$ cat config.mk
export PLATFORM = sky130hd
export DESIGN_NAME = npec_ctrl
export DESIGN_NICKNAME = d
export VERILOG_FILES = /design/src/include/npec_pkg.sv /design/src/logic/npec_key_check.sv /design/src/logic/npec_ctrl.sv
export SDC_FILE = /design/constraint.sdc
export NUM_CORES = 1
export LEC_CHECK = 0
export BUFFER_PORTS_ARGS = -buffer_cell sky130_fd_sc_hd__buf_4
export CELL_PAD_IN_SITES_DETAIL_PLACEMENT = 0
export CELL_PAD_IN_SITES_GLOBAL_PLACEMENT = 2
export CORE_MARGIN = 1
export CORE_UTILIZATION = 34
export DETAILED_ROUTE_END_ITERATION = 6
export HOLD_SLACK_MARGIN = 0.02
export PLACE_DENSITY_LB_ADDON = 0.1
export SETUP_SLACK_MARGIN = 0.4
export SYNTH_ARGS = -nofsm -noshare
export SYNTH_HDL_FRONTEND = slang
export SYNTH_SLANG_ARGS = --single-unit
$ cat constraint.sdc
create_clock -name pclk -period 4.4 [get_ports pclk]
set_input_delay 0 -clock pclk [delete_from_list [all_inputs] [get_ports pclk]]
set_output_delay 0 -clock pclk [all_outputs]
set_load 0.1 [all_outputs]
$ cat src/include/npec_pkg.sv
// shared constants, types and register layout of the nvm program/erase controller
package npec_pkg;

  // ---------------------------------------------------------------
  // clock and timing
  // ---------------------------------------------------------------
  localparam int unsigned CLK_PERIOD_NS = 4;
  localparam int unsigned ERASE_TIME_NS = 2000;
  localparam int unsigned PROG_TIME_NS = 2000;
  localparam int unsigned WORD_TIME_NS = 4000;
  // least times, rounded up to whole cycles
  localparam logic [15:0] ERASE_CYC = 16'((ERASE_TIME_NS + CLK_PERIOD_NS - 1) / CLK_PERIOD_NS);
  localparam logic [15:0] PROG_CYC = 16'((PROG_TIME_NS + CLK_PERIOD_NS - 1) / CLK_PERIOD_NS);
  localparam logic [15:0] WORD_CYC = 16'((WORD_TIME_NS + CLK_PERIOD_NS - 1) / CLK_PERIOD_NS);

  // ---------------------------------------------------------------
  // register indices (byte address is four times the index)
  // ---------------------------------------------------------------
  localparam logic [5:0] IDX_CTRL_A = 6'h00;
  localparam logic [5:0] IDX_CTRL_B = 6'h01;
  localparam logic [5:0] IDX_PKEY = 6'h02;
  localparam logic [5:0] IDX_DKEY = 6'h03;
  localparam logic [5:0] IDX_STATUS = 6'h04;
  localparam logic [5:0] IDX_EVT_STAT = 6'h05;
  localparam logic [5:0] IDX_EVT_MASK = 6'h06;

  // ---------------------------------------------------------------
  // field positions
  // ---------------------------------------------------------------
  localparam int unsigned CA_IRQ_EN = 1;
  localparam int unsigned CB_OPT = 7;
  localparam int unsigned CB_WORD = 6;
  localparam int unsigned CB_ERASE = 5;
  localparam int unsigned CB_FAST = 4;
  localparam int unsigned CB_STD = 0;
  localparam int unsigned ST_HIGH_VOLTAGE_OFF_FLAG = 6;
  localparam int unsigned ST_DUL = 3;
  localparam int unsigned ST_EOP = 2;
  localparam int unsigned ST_PUL = 1;
  localparam int unsigned ST_WPA = 0;
  localparam int unsigned EV_DONE = 0;
  localparam int unsigned EV_WPA = 1;
  localparam int unsigned EV_PUL = 2;
  localparam int unsigned EV_DUL = 3;
  localparam int unsigned EV_W = 4;

  // ---------------------------------------------------------------
  // reset values
  // ---------------------------------------------------------------
  localparam logic [7:0] STATUS_RST = 8'h40;
  localparam logic [3:0] CTRL_A_RST = 4'h0;
  localparam logic [EV_W-1:0] EVT_MASK_RST = 4'h0;

  // ---------------------------------------------------------------
  // enumerations
  // ---------------------------------------------------------------
  typedef enum logic [1:0] {
    AREA_PROG = 2'h0,
    AREA_DATA = 2'h1,
    AREA_OPT = 2'h2
  } npec_area_type;

  typedef enum logic [2:0] {
    KEY_IDLE = 3'b001,
    KEY_HALF = 3'b010,
    KEY_DEAD = 3'b100
  } npec_key_state_type;

  typedef enum logic [2:0] {
    OP_IDLE = 3'b001,
    OP_ERASE = 3'b010,
    OP_PROG = 3'b100
  } npec_op_state_type;

  // ---------------------------------------------------------------
  // carriers and state
  // ---------------------------------------------------------------
  typedef struct packed {
    logic valid;
    npec_area_type area;
  } npec_mem_req_type;

  typedef struct packed {
    logic busy;
    logic hv_on;
    logic accept;
  } npec_mem_stat_type;

  typedef struct packed {
    npec_key_state_type st;
    logic unlock;
  } npec_key_type;

  typedef struct packed {
    logic [3:0] ctrl_a;
    logic option_write_enable;
    logic word;
    logic erase;
    logic fast;
    logic std;
    logic data_area_unlocked_flag;
    logic pul;
    logic eop;
    logic wpa;
    logic [EV_W-1:0] evt;
    logic [EV_W-1:0] mask;
    npec_op_state_type op;
    logic [15:0] cnt;
    logic accept;
    logic [7:0] rdata;
    logic slverr;
  } npec_state_type;

endpackage

$ cat src/logic/npec_key_check.sv
// two-byte unlock key sequence checker
`timescale 1ns/1ns
module npec_key_check #(
  parameter logic [7:0] KEY_FIRST = 8'h3c, // arbitrary value
  parameter logic [7:0] KEY_SECOND = 8'hc3, // arbitrary value
  parameter bit ONE_SHOT = 1'b1
) (
  input wire logic pclk,
  input wire logic presetn,
  input wire logic key_wr,
  input wire logic [7:0] key_byte,
  output logic unlock
);

  npec_pkg::npec_key_type r_reg;
  npec_pkg::npec_key_type r_next;

  // ---------------------------------------------------------------
  // sequence
  // ---------------------------------------------------------------
  // a wrong byte locks for good in one-shot mode, else restarts
  always_comb begin
    r_next = r_reg;
    r_next.unlock = 1'b0;
    case (r_reg.st)
      npec_pkg::KEY_IDLE: begin
        if (key_wr) begin
          if (key_byte == KEY_FIRST) begin
            r_next.st = npec_pkg::KEY_HALF;
          end else if (ONE_SHOT) begin
            r_next.st = npec_pkg::KEY_DEAD;
          end
        end
      end
      npec_pkg::KEY_HALF: begin
        if (key_wr) begin
          if (key_byte == KEY_SECOND) begin
            r_next.unlock = 1'b1;
            // only one unlock until reset in one-shot mode
            r_next.st = ONE_SHOT ? npec_pkg::KEY_DEAD : npec_pkg::KEY_IDLE;
          end else begin
            r_next.st = ONE_SHOT ? npec_pkg::KEY_DEAD : npec_pkg::KEY_IDLE;
          end
        end
      end
      npec_pkg::KEY_DEAD: begin
        r_next.st = npec_pkg::KEY_DEAD;
      end
      default: begin
        r_next.st = npec_pkg::KEY_IDLE;
      end
    endcase
  end

  // state register
  always_ff @(posedge pclk or negedge presetn) begin
    if (!presetn) begin
      r_reg <= '{st: npec_pkg::KEY_IDLE, unlock: 1'b0};
    end else begin
      r_reg <= r_next;
    end
  end

  assign unlock = r_reg.unlock;

endmodule

$ cat src/logic/npec_ctrl.sv
// nvm program/erase controller with apb registers
//
// Function
// option byte writes allowed only while option_write_enable is set.
// word_program_request arms word program; hardware clears it on completion.
// erase request arms block erase; hardware clears it on completion.
// fast_block_program_request arms program without erase; cleared on completion.
// standard_block_program_request erases then programs; cleared on completion.
// erase and fast request bits ignore writes while busy.
// program key register takes byte writes always, reads as zero.
// data key register takes byte writes always, reads as zero.
// high_voltage_off_flag low while high voltage on, high otherwise.
// correct data keys set data unlock flag; writing 0 clears it.
// correct program keys set program unlock flag; writing 0 clears it.
// done flag set at operation end; cleared by status read or new start.
// protected write attempt sets flag; status read clears it.
// interrupt when irq_enable and done or protected write flag set.
// status resets to 0x40; other registers reset to zero.
// program area unlocks once per reset; wrong keys lock until reset.
// wrong data keys allow a fresh key sequence without reset.
// software arms one request at a time and waits for its clear.
//
// Chosen here: the APB register port.
`timescale 1ns/1ns
module npec_ctrl (
  input wire logic pclk,
  input wire logic presetn,
  input wire logic psel,
  input wire logic penable,
  input wire logic pwrite,
  input wire logic [7:0] paddr,
  input wire logic [31:0] pwdata,
  output logic [31:0] prdata,
  output logic pready,
  output logic pslverr,
  input wire npec_pkg::npec_mem_req_type mem_req,
  output npec_pkg::npec_mem_stat_type mem_stat,
  output logic irq
);

  npec_pkg::npec_state_type r_reg;
  npec_pkg::npec_state_type r_next;

  // ---------------------------------------------------------------
  // address decode
  // ---------------------------------------------------------------
  // true when the byte address selects the register of this index
  function automatic logic reg_hit(
    input logic [7:0] addr,
    input logic [5:0] idx
  );
    reg_hit = (addr == {idx, 2'b00});
  endfunction

  logic setup;
  logic acc_wr;
  logic acc_rd;
  logic busy;
  logic mapped;
  logic wr_a;
  logic wr_b;
  logic wr_pkey;
  logic wr_dkey;
  logic wr_stat;
  logic wr_evt;
  logic wr_mask;
  logic rd_stat;

  // bus phases; the slave never inserts wait states
  assign setup = psel & ~penable;
  assign acc_wr = psel & penable & pwrite;
  assign acc_rd = psel & penable & ~pwrite;
  assign busy = (r_reg.op != npec_pkg::OP_IDLE);

  // register selects for the access phase
  assign wr_a = acc_wr & reg_hit(paddr, npec_pkg::IDX_CTRL_A);
  assign wr_b = acc_wr & reg_hit(paddr, npec_pkg::IDX_CTRL_B);
  assign wr_pkey = acc_wr & reg_hit(paddr, npec_pkg::IDX_PKEY);
  assign wr_dkey = acc_wr & reg_hit(paddr, npec_pkg::IDX_DKEY);
  assign wr_stat = acc_wr & reg_hit(paddr, npec_pkg::IDX_STATUS);
  assign wr_evt = acc_wr & reg_hit(paddr, npec_pkg::IDX_EVT_STAT);
  assign wr_mask = acc_wr & reg_hit(paddr, npec_pkg::IDX_EVT_MASK);
  assign rd_stat = acc_rd & reg_hit(paddr, npec_pkg::IDX_STATUS);

  // any of the seven words
  assign mapped = reg_hit(paddr, npec_pkg::IDX_CTRL_A)
                | reg_hit(paddr, npec_pkg::IDX_CTRL_B)
                | reg_hit(paddr, npec_pkg::IDX_PKEY)
                | reg_hit(paddr, npec_pkg::IDX_DKEY)
                | reg_hit(paddr, npec_pkg::IDX_STATUS)
                | reg_hit(paddr, npec_pkg::IDX_EVT_STAT)
                | reg_hit(paddr, npec_pkg::IDX_EVT_MASK);

  // ---------------------------------------------------------------
  // unlock key checkers
  // ---------------------------------------------------------------
  logic pul_set;
  logic dul_set;

  // program area: one unlock per reset, bad keys lock until reset
  npec_key_check #(
    .ONE_SHOT(1'b1)
  ) u_pkey (
    .pclk(pclk),
    .presetn(presetn),
    .key_wr(wr_pkey),
    .key_byte(pwdata[7:0]),
    .unlock(pul_set)
  );

  // data area: bad keys allow a new attempt
  npec_key_check #(
    .ONE_SHOT(1'b0)
  ) u_dkey (
    .pclk(pclk),
    .presetn(presetn),
    .key_wr(wr_dkey),
    .key_byte(pwdata[7:0]),
    .unlock(dul_set)
  );

  // ---------------------------------------------------------------
  // memory write arbitration
  // ---------------------------------------------------------------
  logic area_open;
  logic start;
  logic wpa_set;
  logic done;

  // protection per target area
  always_comb begin
    case (mem_req.area)
      npec_pkg::AREA_PROG: area_open = r_reg.pul;
      npec_pkg::AREA_DATA: area_open = r_reg.data_area_unlocked_flag;
      npec_pkg::AREA_OPT: area_open = r_reg.data_area_unlocked_flag & r_reg.option_write_enable;
      default: area_open = 1'b0;
    endcase
  end

  // a write while busy is ignored; a blocked one is flagged
  assign start = mem_req.valid & ~busy & area_open;
  assign wpa_set = mem_req.valid & ~busy & ~area_open;

  // last cycle of the last phase
  assign done = (r_reg.cnt == 16'h0000)
              & ((r_reg.op == npec_pkg::OP_PROG)
              | ((r_reg.op == npec_pkg::OP_ERASE) & ~r_reg.std));

  // ---------------------------------------------------------------
  // event status bits
  // ---------------------------------------------------------------
  logic [npec_pkg::EV_W-1:0] evt_set;
  logic [npec_pkg::EV_W-1:0] evt_nx;

  // sources of the sticky events
  always_comb begin
    evt_set = '0;
    evt_set[npec_pkg::EV_DONE] = done;
    evt_set[npec_pkg::EV_WPA] = wpa_set;
    evt_set[npec_pkg::EV_PUL] = pul_set;
    evt_set[npec_pkg::EV_DUL] = dul_set;
  end

  // write one to clear, a new event wins
  genvar g;
  generate
    for (g = 0; g < npec_pkg::EV_W; g = g + 1) begin : g_evt
      assign evt_nx[g] = evt_set[g] | (r_reg.evt[g] & ~(wr_evt & pwdata[g]));
    end
  endgenerate

  // ---------------------------------------------------------------
  // read data
  // ---------------------------------------------------------------
  logic [7:0] rd_mux;
  logic [7:0] stat_view;

  // status byte as software sees it
  always_comb begin
    stat_view = 8'h00;
    stat_view[npec_pkg::ST_HIGH_VOLTAGE_OFF_FLAG] = ~busy;
    stat_view[npec_pkg::ST_DUL] = r_reg.data_area_unlocked_flag;
    stat_view[npec_pkg::ST_EOP] = r_reg.eop;
    stat_view[npec_pkg::ST_PUL] = r_reg.pul;
    stat_view[npec_pkg::ST_WPA] = r_reg.wpa;
  end

  // read multiplexer; key registers and unmapped words read zero
  always_comb begin
    rd_mux = 8'h00;
    if (reg_hit(paddr, npec_pkg::IDX_CTRL_A)) begin
      rd_mux = {4'h0, r_reg.ctrl_a};
    end else if (reg_hit(paddr, npec_pkg::IDX_CTRL_B)) begin
      rd_mux[npec_pkg::CB_OPT] = r_reg.option_write_enable;
      rd_mux[npec_pkg::CB_WORD] = r_reg.word;
      rd_mux[npec_pkg::CB_ERASE] = r_reg.erase;
      rd_mux[npec_pkg::CB_FAST] = r_reg.fast;
      rd_mux[npec_pkg::CB_STD] = r_reg.std;
    end else if (reg_hit(paddr, npec_pkg::IDX_STATUS)) begin
      rd_mux = stat_view;
    end else if (reg_hit(paddr, npec_pkg::IDX_EVT_STAT)) begin
      rd_mux = {4'h0, r_reg.evt};
    end else if (reg_hit(paddr, npec_pkg::IDX_EVT_MASK)) begin
      rd_mux = {4'h0, r_reg.mask};
    end
  end

  // ---------------------------------------------------------------
  // next state
  // ---------------------------------------------------------------
  always_comb begin
    r_next = r_reg;
    r_next.accept = 1'b0;

    // read data and error are caught in the setup cycle
    if (setup) begin
      r_next.rdata = rd_mux;
      r_next.slverr = ~mapped;
    end

    // first control register
    if (wr_a) begin
      r_next.ctrl_a = pwdata[3:0];
    end

    // second control register; erase and fast bits frozen while busy
    if (wr_b) begin
      r_next.option_write_enable = pwdata[npec_pkg::CB_OPT];
      r_next.word = pwdata[npec_pkg::CB_WORD];
      r_next.std = pwdata[npec_pkg::CB_STD];
      if (!busy) begin
        r_next.erase = pwdata[npec_pkg::CB_ERASE];
        r_next.fast = pwdata[npec_pkg::CB_FAST];
      end
    end

    // writing zero relocks; a same-cycle unlock wins
    if (wr_stat && !pwdata[npec_pkg::ST_DUL]) begin
      r_next.data_area_unlocked_flag = 1'b0;
    end
    if (wr_stat && !pwdata[npec_pkg::ST_PUL]) begin
      r_next.pul = 1'b0;
    end
    if (dul_set) begin
      r_next.data_area_unlocked_flag = 1'b1;
    end
    if (pul_set) begin
      r_next.pul = 1'b1;
    end

    // a status read clears only the flags it returned as set
    if (rd_stat && r_reg.rdata[npec_pkg::ST_EOP]) begin
      r_next.eop = 1'b0;
    end
    if (rd_stat && r_reg.rdata[npec_pkg::ST_WPA]) begin
      r_next.wpa = 1'b0;
    end
    if (wpa_set) begin
      r_next.wpa = 1'b1;
    end

    // event status and mask
    r_next.evt = evt_nx;
    if (wr_mask) begin
      r_next.mask = pwdata[npec_pkg::EV_W-1:0];
    end

    // operation sequencer
    case (r_reg.op)
      npec_pkg::OP_IDLE: begin
        if (start) begin
          r_next.accept = 1'b1;
          r_next.eop = 1'b0;
          if (r_reg.std || r_reg.erase) begin
            // standard block erases first
            r_next.op = npec_pkg::OP_ERASE;
            r_next.cnt = npec_pkg::ERASE_CYC - 16'h0001;
          end else if (r_reg.word) begin
            r_next.op = npec_pkg::OP_PROG;
            r_next.cnt = npec_pkg::WORD_CYC - 16'h0001;
          end else begin
            // fast block, or a plain byte write
            r_next.op = npec_pkg::OP_PROG;
            r_next.cnt = npec_pkg::PROG_CYC - 16'h0001;
          end
        end
      end
      npec_pkg::OP_ERASE: begin
        if (r_reg.cnt != 16'h0000) begin
          r_next.cnt = r_reg.cnt - 16'h0001;
        end else if (r_reg.std) begin
          r_next.op = npec_pkg::OP_PROG;
          r_next.cnt = npec_pkg::PROG_CYC - 16'h0001;
        end else begin
          r_next.op = npec_pkg::OP_IDLE;
        end
      end
      npec_pkg::OP_PROG: begin
        if (r_reg.cnt != 16'h0000) begin
          r_next.cnt = r_reg.cnt - 16'h0001;
        end else begin
          r_next.op = npec_pkg::OP_IDLE;
        end
      end
      default: begin
        r_next.op = npec_pkg::OP_IDLE;
      end
    endcase

    // completion clears the request bits and raises done
    if (done) begin
      r_next.word = 1'b0;
      r_next.erase = 1'b0;
      r_next.fast = 1'b0;
      r_next.std = 1'b0;
      r_next.eop = 1'b1;
    end
  end

  // ---------------------------------------------------------------
  // state register
  // ---------------------------------------------------------------
  always_ff @(posedge pclk or negedge presetn) begin
    if (!presetn) begin
      r_reg <= '{op: npec_pkg::OP_IDLE, ctrl_a: npec_pkg::CTRL_A_RST,
                 mask: npec_pkg::EVT_MASK_RST, default: '0};
    end else begin
      r_reg <= r_next;
    end
  end

  // ---------------------------------------------------------------
  // outputs
  // ---------------------------------------------------------------
  // apb answer, zero wait states
  assign prdata = {24'h000000, r_reg.rdata};
  assign pready = 1'b1;
  assign pslverr = psel & penable & r_reg.slverr;

  // memory side status; high voltage on while an operation runs
  assign mem_stat = '{busy: busy,
                      hv_on: busy,
                      accept: r_reg.accept};

  // level interrupt from the flags and from the masked events
  assign irq = (r_reg.ctrl_a[npec_pkg::CA_IRQ_EN] & (r_reg.eop | r_reg.wpa))
             | (|(r_reg.evt & r_reg.mask));

endmodule

**Word level (Yosys, flattened, before mapping)**

Cells that the tools add are included.

- Bits in registers: 58
- Input bits: 48
- Output and inout port bits: 38
- Logic and storage cells: 171

- $add $sub $neg: 1
- Equality and inequality tests: 31
- Multiplexer cells: 44
- Bitwise gates (word level): 52
- Reduce and logical (&&, ||, !) cells: 22

Operators by type and width:

| cell | count |
|---|---|
| 16-bit two-way mux | 3 |
| 16-bit case mux with 3 select lines | 1 |
| 1-bit bitwise AND | 28 |
| 3-bit case mux with 3 select lines | 3 |
| 8-bit by 5-bit equality test with 1-bit output (second input constant) | 3 |
| 3-bit two-way mux | 8 |
| 4-bit two-way mux | 6 |
| 8-bit two-way mux | 3 |
| 20-bit two-way mux | 1 |
| 19-bit two-way mux | 1 |
| 8-bit by 4-bit equality test with 1-bit output (second input constant) | 2 |
| 16-bit zero test | 1 |
| 16-bit nonzero test | 1 |
| 16-bit by 1-bit subtractor with 16-bit output (second input constant) | 1 |
| 1-bit two-way mux | 15 |
| 2-bit by 1-bit inequality test with 1-bit output (second input constant) | 7 |
| 1-bit bitwise OR | 13 |
| 10-bit two-way mux | 1 |
| 1-bit NOT | 10 |
| 3-bit by 1-bit equality test with 1-bit output (second input constant) | 3 |
| 3-bit by 2-bit equality test with 1-bit output (second input constant) | 3 |
| 3-bit equality test (second input constant) | 3 |
| 8-bit by 3-bit equality test with 1-bit output (second input constant) | 1 |
| 8-bit by 6-bit equality test with 1-bit output (second input constant) | 1 |
| 20 further kinds | 31 |

**Depth between registers and ports, before layout**

- Depth in word-level cells: 8
- Depth in mapped cells: 10

**Hierarchy**

A second synthesis with hierarchy kept.

- Cells, all modules: 371
- Area total of the unflattened synthesis: 3429.5 um^2

By module, submodules not included:

| module | instances | cells an instance | area each (um^2) | seq. area each (um^2) |
|---|---|---|---|---|
| npec_ctrl | 1 | 334 | 3005.4 | 1252.5 |
| npec_key_check at u_pkey | 1 | 21 | 221.5 | 101.3 |
| npec_key_check at u_dkey | 1 | 16 | 202.7 | 101.3 |

**Worst setup path after synthesis**

No wires, ideal clock.

- Path kind: reg2reg
- Start point: reg r_reg[10] (netlist name)
- End point: reg r_reg[10] (netlist name)
- Arrival: 2.143 ns
- Data required time: 4.275 ns
- Slack: 2.132 ns
- Stages on the path, launching flop included: 10
- Buffers on the path: 2
- Period minus slack after synthesis: 2.268 ns
- Path through: dfrtp_1 inv_1 ha_1 nor4b_1 and4_1 buf_2 a21o_1 buf_2 nand2_1 mux2_2

- Word-level cells in the longest chain between the ends: 3

RTL lines:

| element | line | RTL |
|---|---|---|
| start, declared | npec_ctrl.sv:41 | `npec_pkg::npec_state_type r_reg;` |
| start signal, assigned | npec_ctrl.sv:325 | `r_reg <= '{op: npec_pkg::OP_IDLE, ctrl_a: npec_pkg::CTRL_A_RST,` |
| start signal, assigned | npec_ctrl.sv:328 | `r_reg <= r_next;` |
| 16-bit by 1-bit subtractor with 16-bit output / 16-bit nonzero test (equally long branches) | - |  |
| 16-bit two-way mux (tied with other cells) | npec_ctrl.sv:299 | `if (r_reg.cnt != 16'h0000) begin` |
| 16-bit case mux with 3 select lines / 4-bit AND reduction (equally long branches) | - |  |

Parallel ways exist; a longest one is shown, timed or not. The select of a mux whose other input is x is not followed.
A chain may end at the register's enable or synchronous reset.

**Worst setup path after layout**

Same ends and word-level chain as after synthesis.

==> run summary <==
Final hold viol count - 0
Cell Pwr Density - 312 nW/µm²
DP Worst Slack - 1600 ps
Syn-to-layout area delta - 14.7%
TritonCTS clock tree - done
Global route overflow - 0
Final ANT Viol Nets - 0
Outcome - complete, no violations
HP Class - in2reg
RSZ-0062 raised after global routing - false
Post-CTS sizing - 0
Peak supply drop - 0.122 mV
Overall power - 0.00122 W
Vias - 2801
Max reg flops - 41
Reg2Reg Setup Slack - 1560 ps
Port buffer count - 36
Tightest Pin Transition - 845 ps
Num CTS Buffers - 9
Residual DRC - 0
Slowest stage cell, crit path - nor4b_1
Flops & latches, synth - 58
Fill cells - 997
Core Util, Final - 40.0%
Initial antenna violation count - 0
Total GRT Usage - 18.2%
Achievable Freq - 353 MHz
Wire length per cell - 16.0 µm
Worst Path Arrival - 3070 ps
Lkg Pwr - 1.72 nW
Mapped Cells - 370
Async SR Flop Fraction - 100%
Routed WL - 8660 µm
Synthesized cell area - 3400 µm²
Core ar. - 9730 µm²
Vias in the first global route - 2612
Die footprint - 10400 µm²
Max cap viols - 0
Sink Count - 58
DIE WIDTH - 102 µm
WP data required - 4640 ps
Initial DRC Count - 140
Min Clock Period, post-route - 2840 ps
Critical Path End Type - flip-flop
Syn Area/Cell - 9.18 µm²
Post-synth EDFFs - 0
WHS - 63.5 ps
Synth top area cells - dfrtp_1 (41%), buf_4 (8.0%), nand2_1 (4.8%), mux2_2 (3.3%), o21ai_0 (2.7%)
First-pass GRT wire length - 13900 µm
Initial Util - 34.9%
Crit path max-delay family - simple AND/OR/NAND/NOR gates
Post-synth top area share - 40.5%
Slew margin rel. - 43.2%
CP max FO - 9
Root Driver - clkbuf_8
Setup CP Type - reg2reg
Final net count - 451
CTS H-tree lvls - 3
Reg clk slew, reported paths - 70 ps
Synth area leader - dfrtp_1
Ant. Diodes - 0
Pre-antenna DRT Iters - 4
Unique masters post-synth - 57
Buffers plus inverters on the worst setup path - 1
Setup ws final - 1560 ps
Longest Clk Path Bufs - 2
Cells along the critical path - inv_1 -> ha_1 -> nor4b_1 -> and4_1 -> a21o_1 -> nand2_1 -> mux2_2
Slew Limit Fails - 0
Maximum number of pins on one net before global-route repair - 59
Die height - 102 µm
Final period utilization - 64.5%
Gpl congestion - 0.767
Ratio of cells with drive above 1 in the final layout - 17.9%
TNS Setup - 0 ps
Critical Path Max Stage Delay - 600 ps
Worst skew pair latency - 350 ps
I/O pin total - 86
Detailed Place HPWL - 6240 µm
Yosys warns - 0
Clock Skews - 11.6 ps
Via/cell ratio - 5.19
Sequential area share after synthesis - 42.8%
# setup viols final - 0
Synth Flop Type - dfrtp_1
Row count - 36
CP startpoint kind - flip-flop
power breakdown:
group          total (W)  internal (W)  switching [W]
logic           0.000172     0.0000292       0.000142
registers       0.000539      0.000537     0.00000268
clock network   0.000506      0.000293       0.000214
synthesized netlist by cell type (4+ instances only):
library cell	instances
inv_1	13
mux2_2	10
nand2_1	43
o22ai_1	4
o31ai_1	4
o2111ai_1	4
nor3b_1	7
nand4_1	5
buf_4	36
dfrtp_1	55
a21oi_1	14
nor2_1	24
nor2b_1	5
a22o_1	5
mux2i_1	5
or4_1	4
a21o_1	7
o21ai_0	18
nor3_1	9
nand3_1	12
nand2b_1	13
clkbuf_1	9
nor4_1	7
what timing repair did:
item,CTS,global route
hold buffers,10,0
setup buffers,0,0
hold endpoints to repair,75,0
path summary, 6_finish.rpt:
check,from,endpoint,cells after the start
worst max-delay path,r_reg[10],r_reg[10],7
worst min-delay path,paddr[1],prdata[4],4
worst max register to register,r_reg[10],r_reg[10],7
worst min register to register,u_dkey.r_reg[2],u_dkey.r_reg[3],1
max in group asynchronous,presetn,r_reg[22],2
min in group asynchronous,presetn,r_reg[15],2
cells by family after synthesis:
kind of cell	share of synthesized area, %
fa+ha+maj	0.368
other cells	0.221
buf+inv	11.1
flops	42.8
simple gates	23.6
compound gates	17.0
mux	4.79
cell usage in the layout, fill, tap and decap left out, types with 9 or more instances in the layout:
master         netlist  layout
a21oi_1             14      14
nand2b_1            13      13
conb_1               2      25
nand3_1             12      12
inv_1               13      13
nor2_1              24      24
dfrtp_1             55      55
dlygate4sd3_1        0      10
nor3_1               9       9
clkbuf_8             0      11
nand2_1             43      43
o21ai_0             18      18
buf_4               36      37
mux2_2              10      10
area by class of cell:
class                      instances  area [µm²]  area share (%)
multi-input combinational        273        1650            42.4
tap                              133         166            4.27
clock inverter                     2        35.0           0.899
sequential                        58        1460            37.3
inverter                          13        48.8            1.25
clock buffer                      14         163            4.17
timing repair buffer              47         378            9.70
worst reg2reg max path, stage by stage, from the launching register on:
cell and delay [ps]:
dfrtp_1 400, inv_1 60, ha_1 190, nor4b_1 600
and4_1 500, a21o_1 340, nand2_1 280, mux2_2 350
stage by stage:
step,std cells,instance area (µm²)
final,540,3900
after global routing,540,3900
after CTS,540,3900
after detailed placement,514,3600
after global placement,514,3600
after floorplan,393,3480
layer usage:
metal | GRT usage (%) | up-vias | wire [µm]
met3 | 3.90 | 7 | 345
met5 | 0 | - | 0
met1 | 27.5 | 1391 | 4590
li1 | - | 1339 | -
met4 | 6.59 | 0 | 86
met2 | 25.2 | 64 | 3640
(Power assumes the default switching activity.)
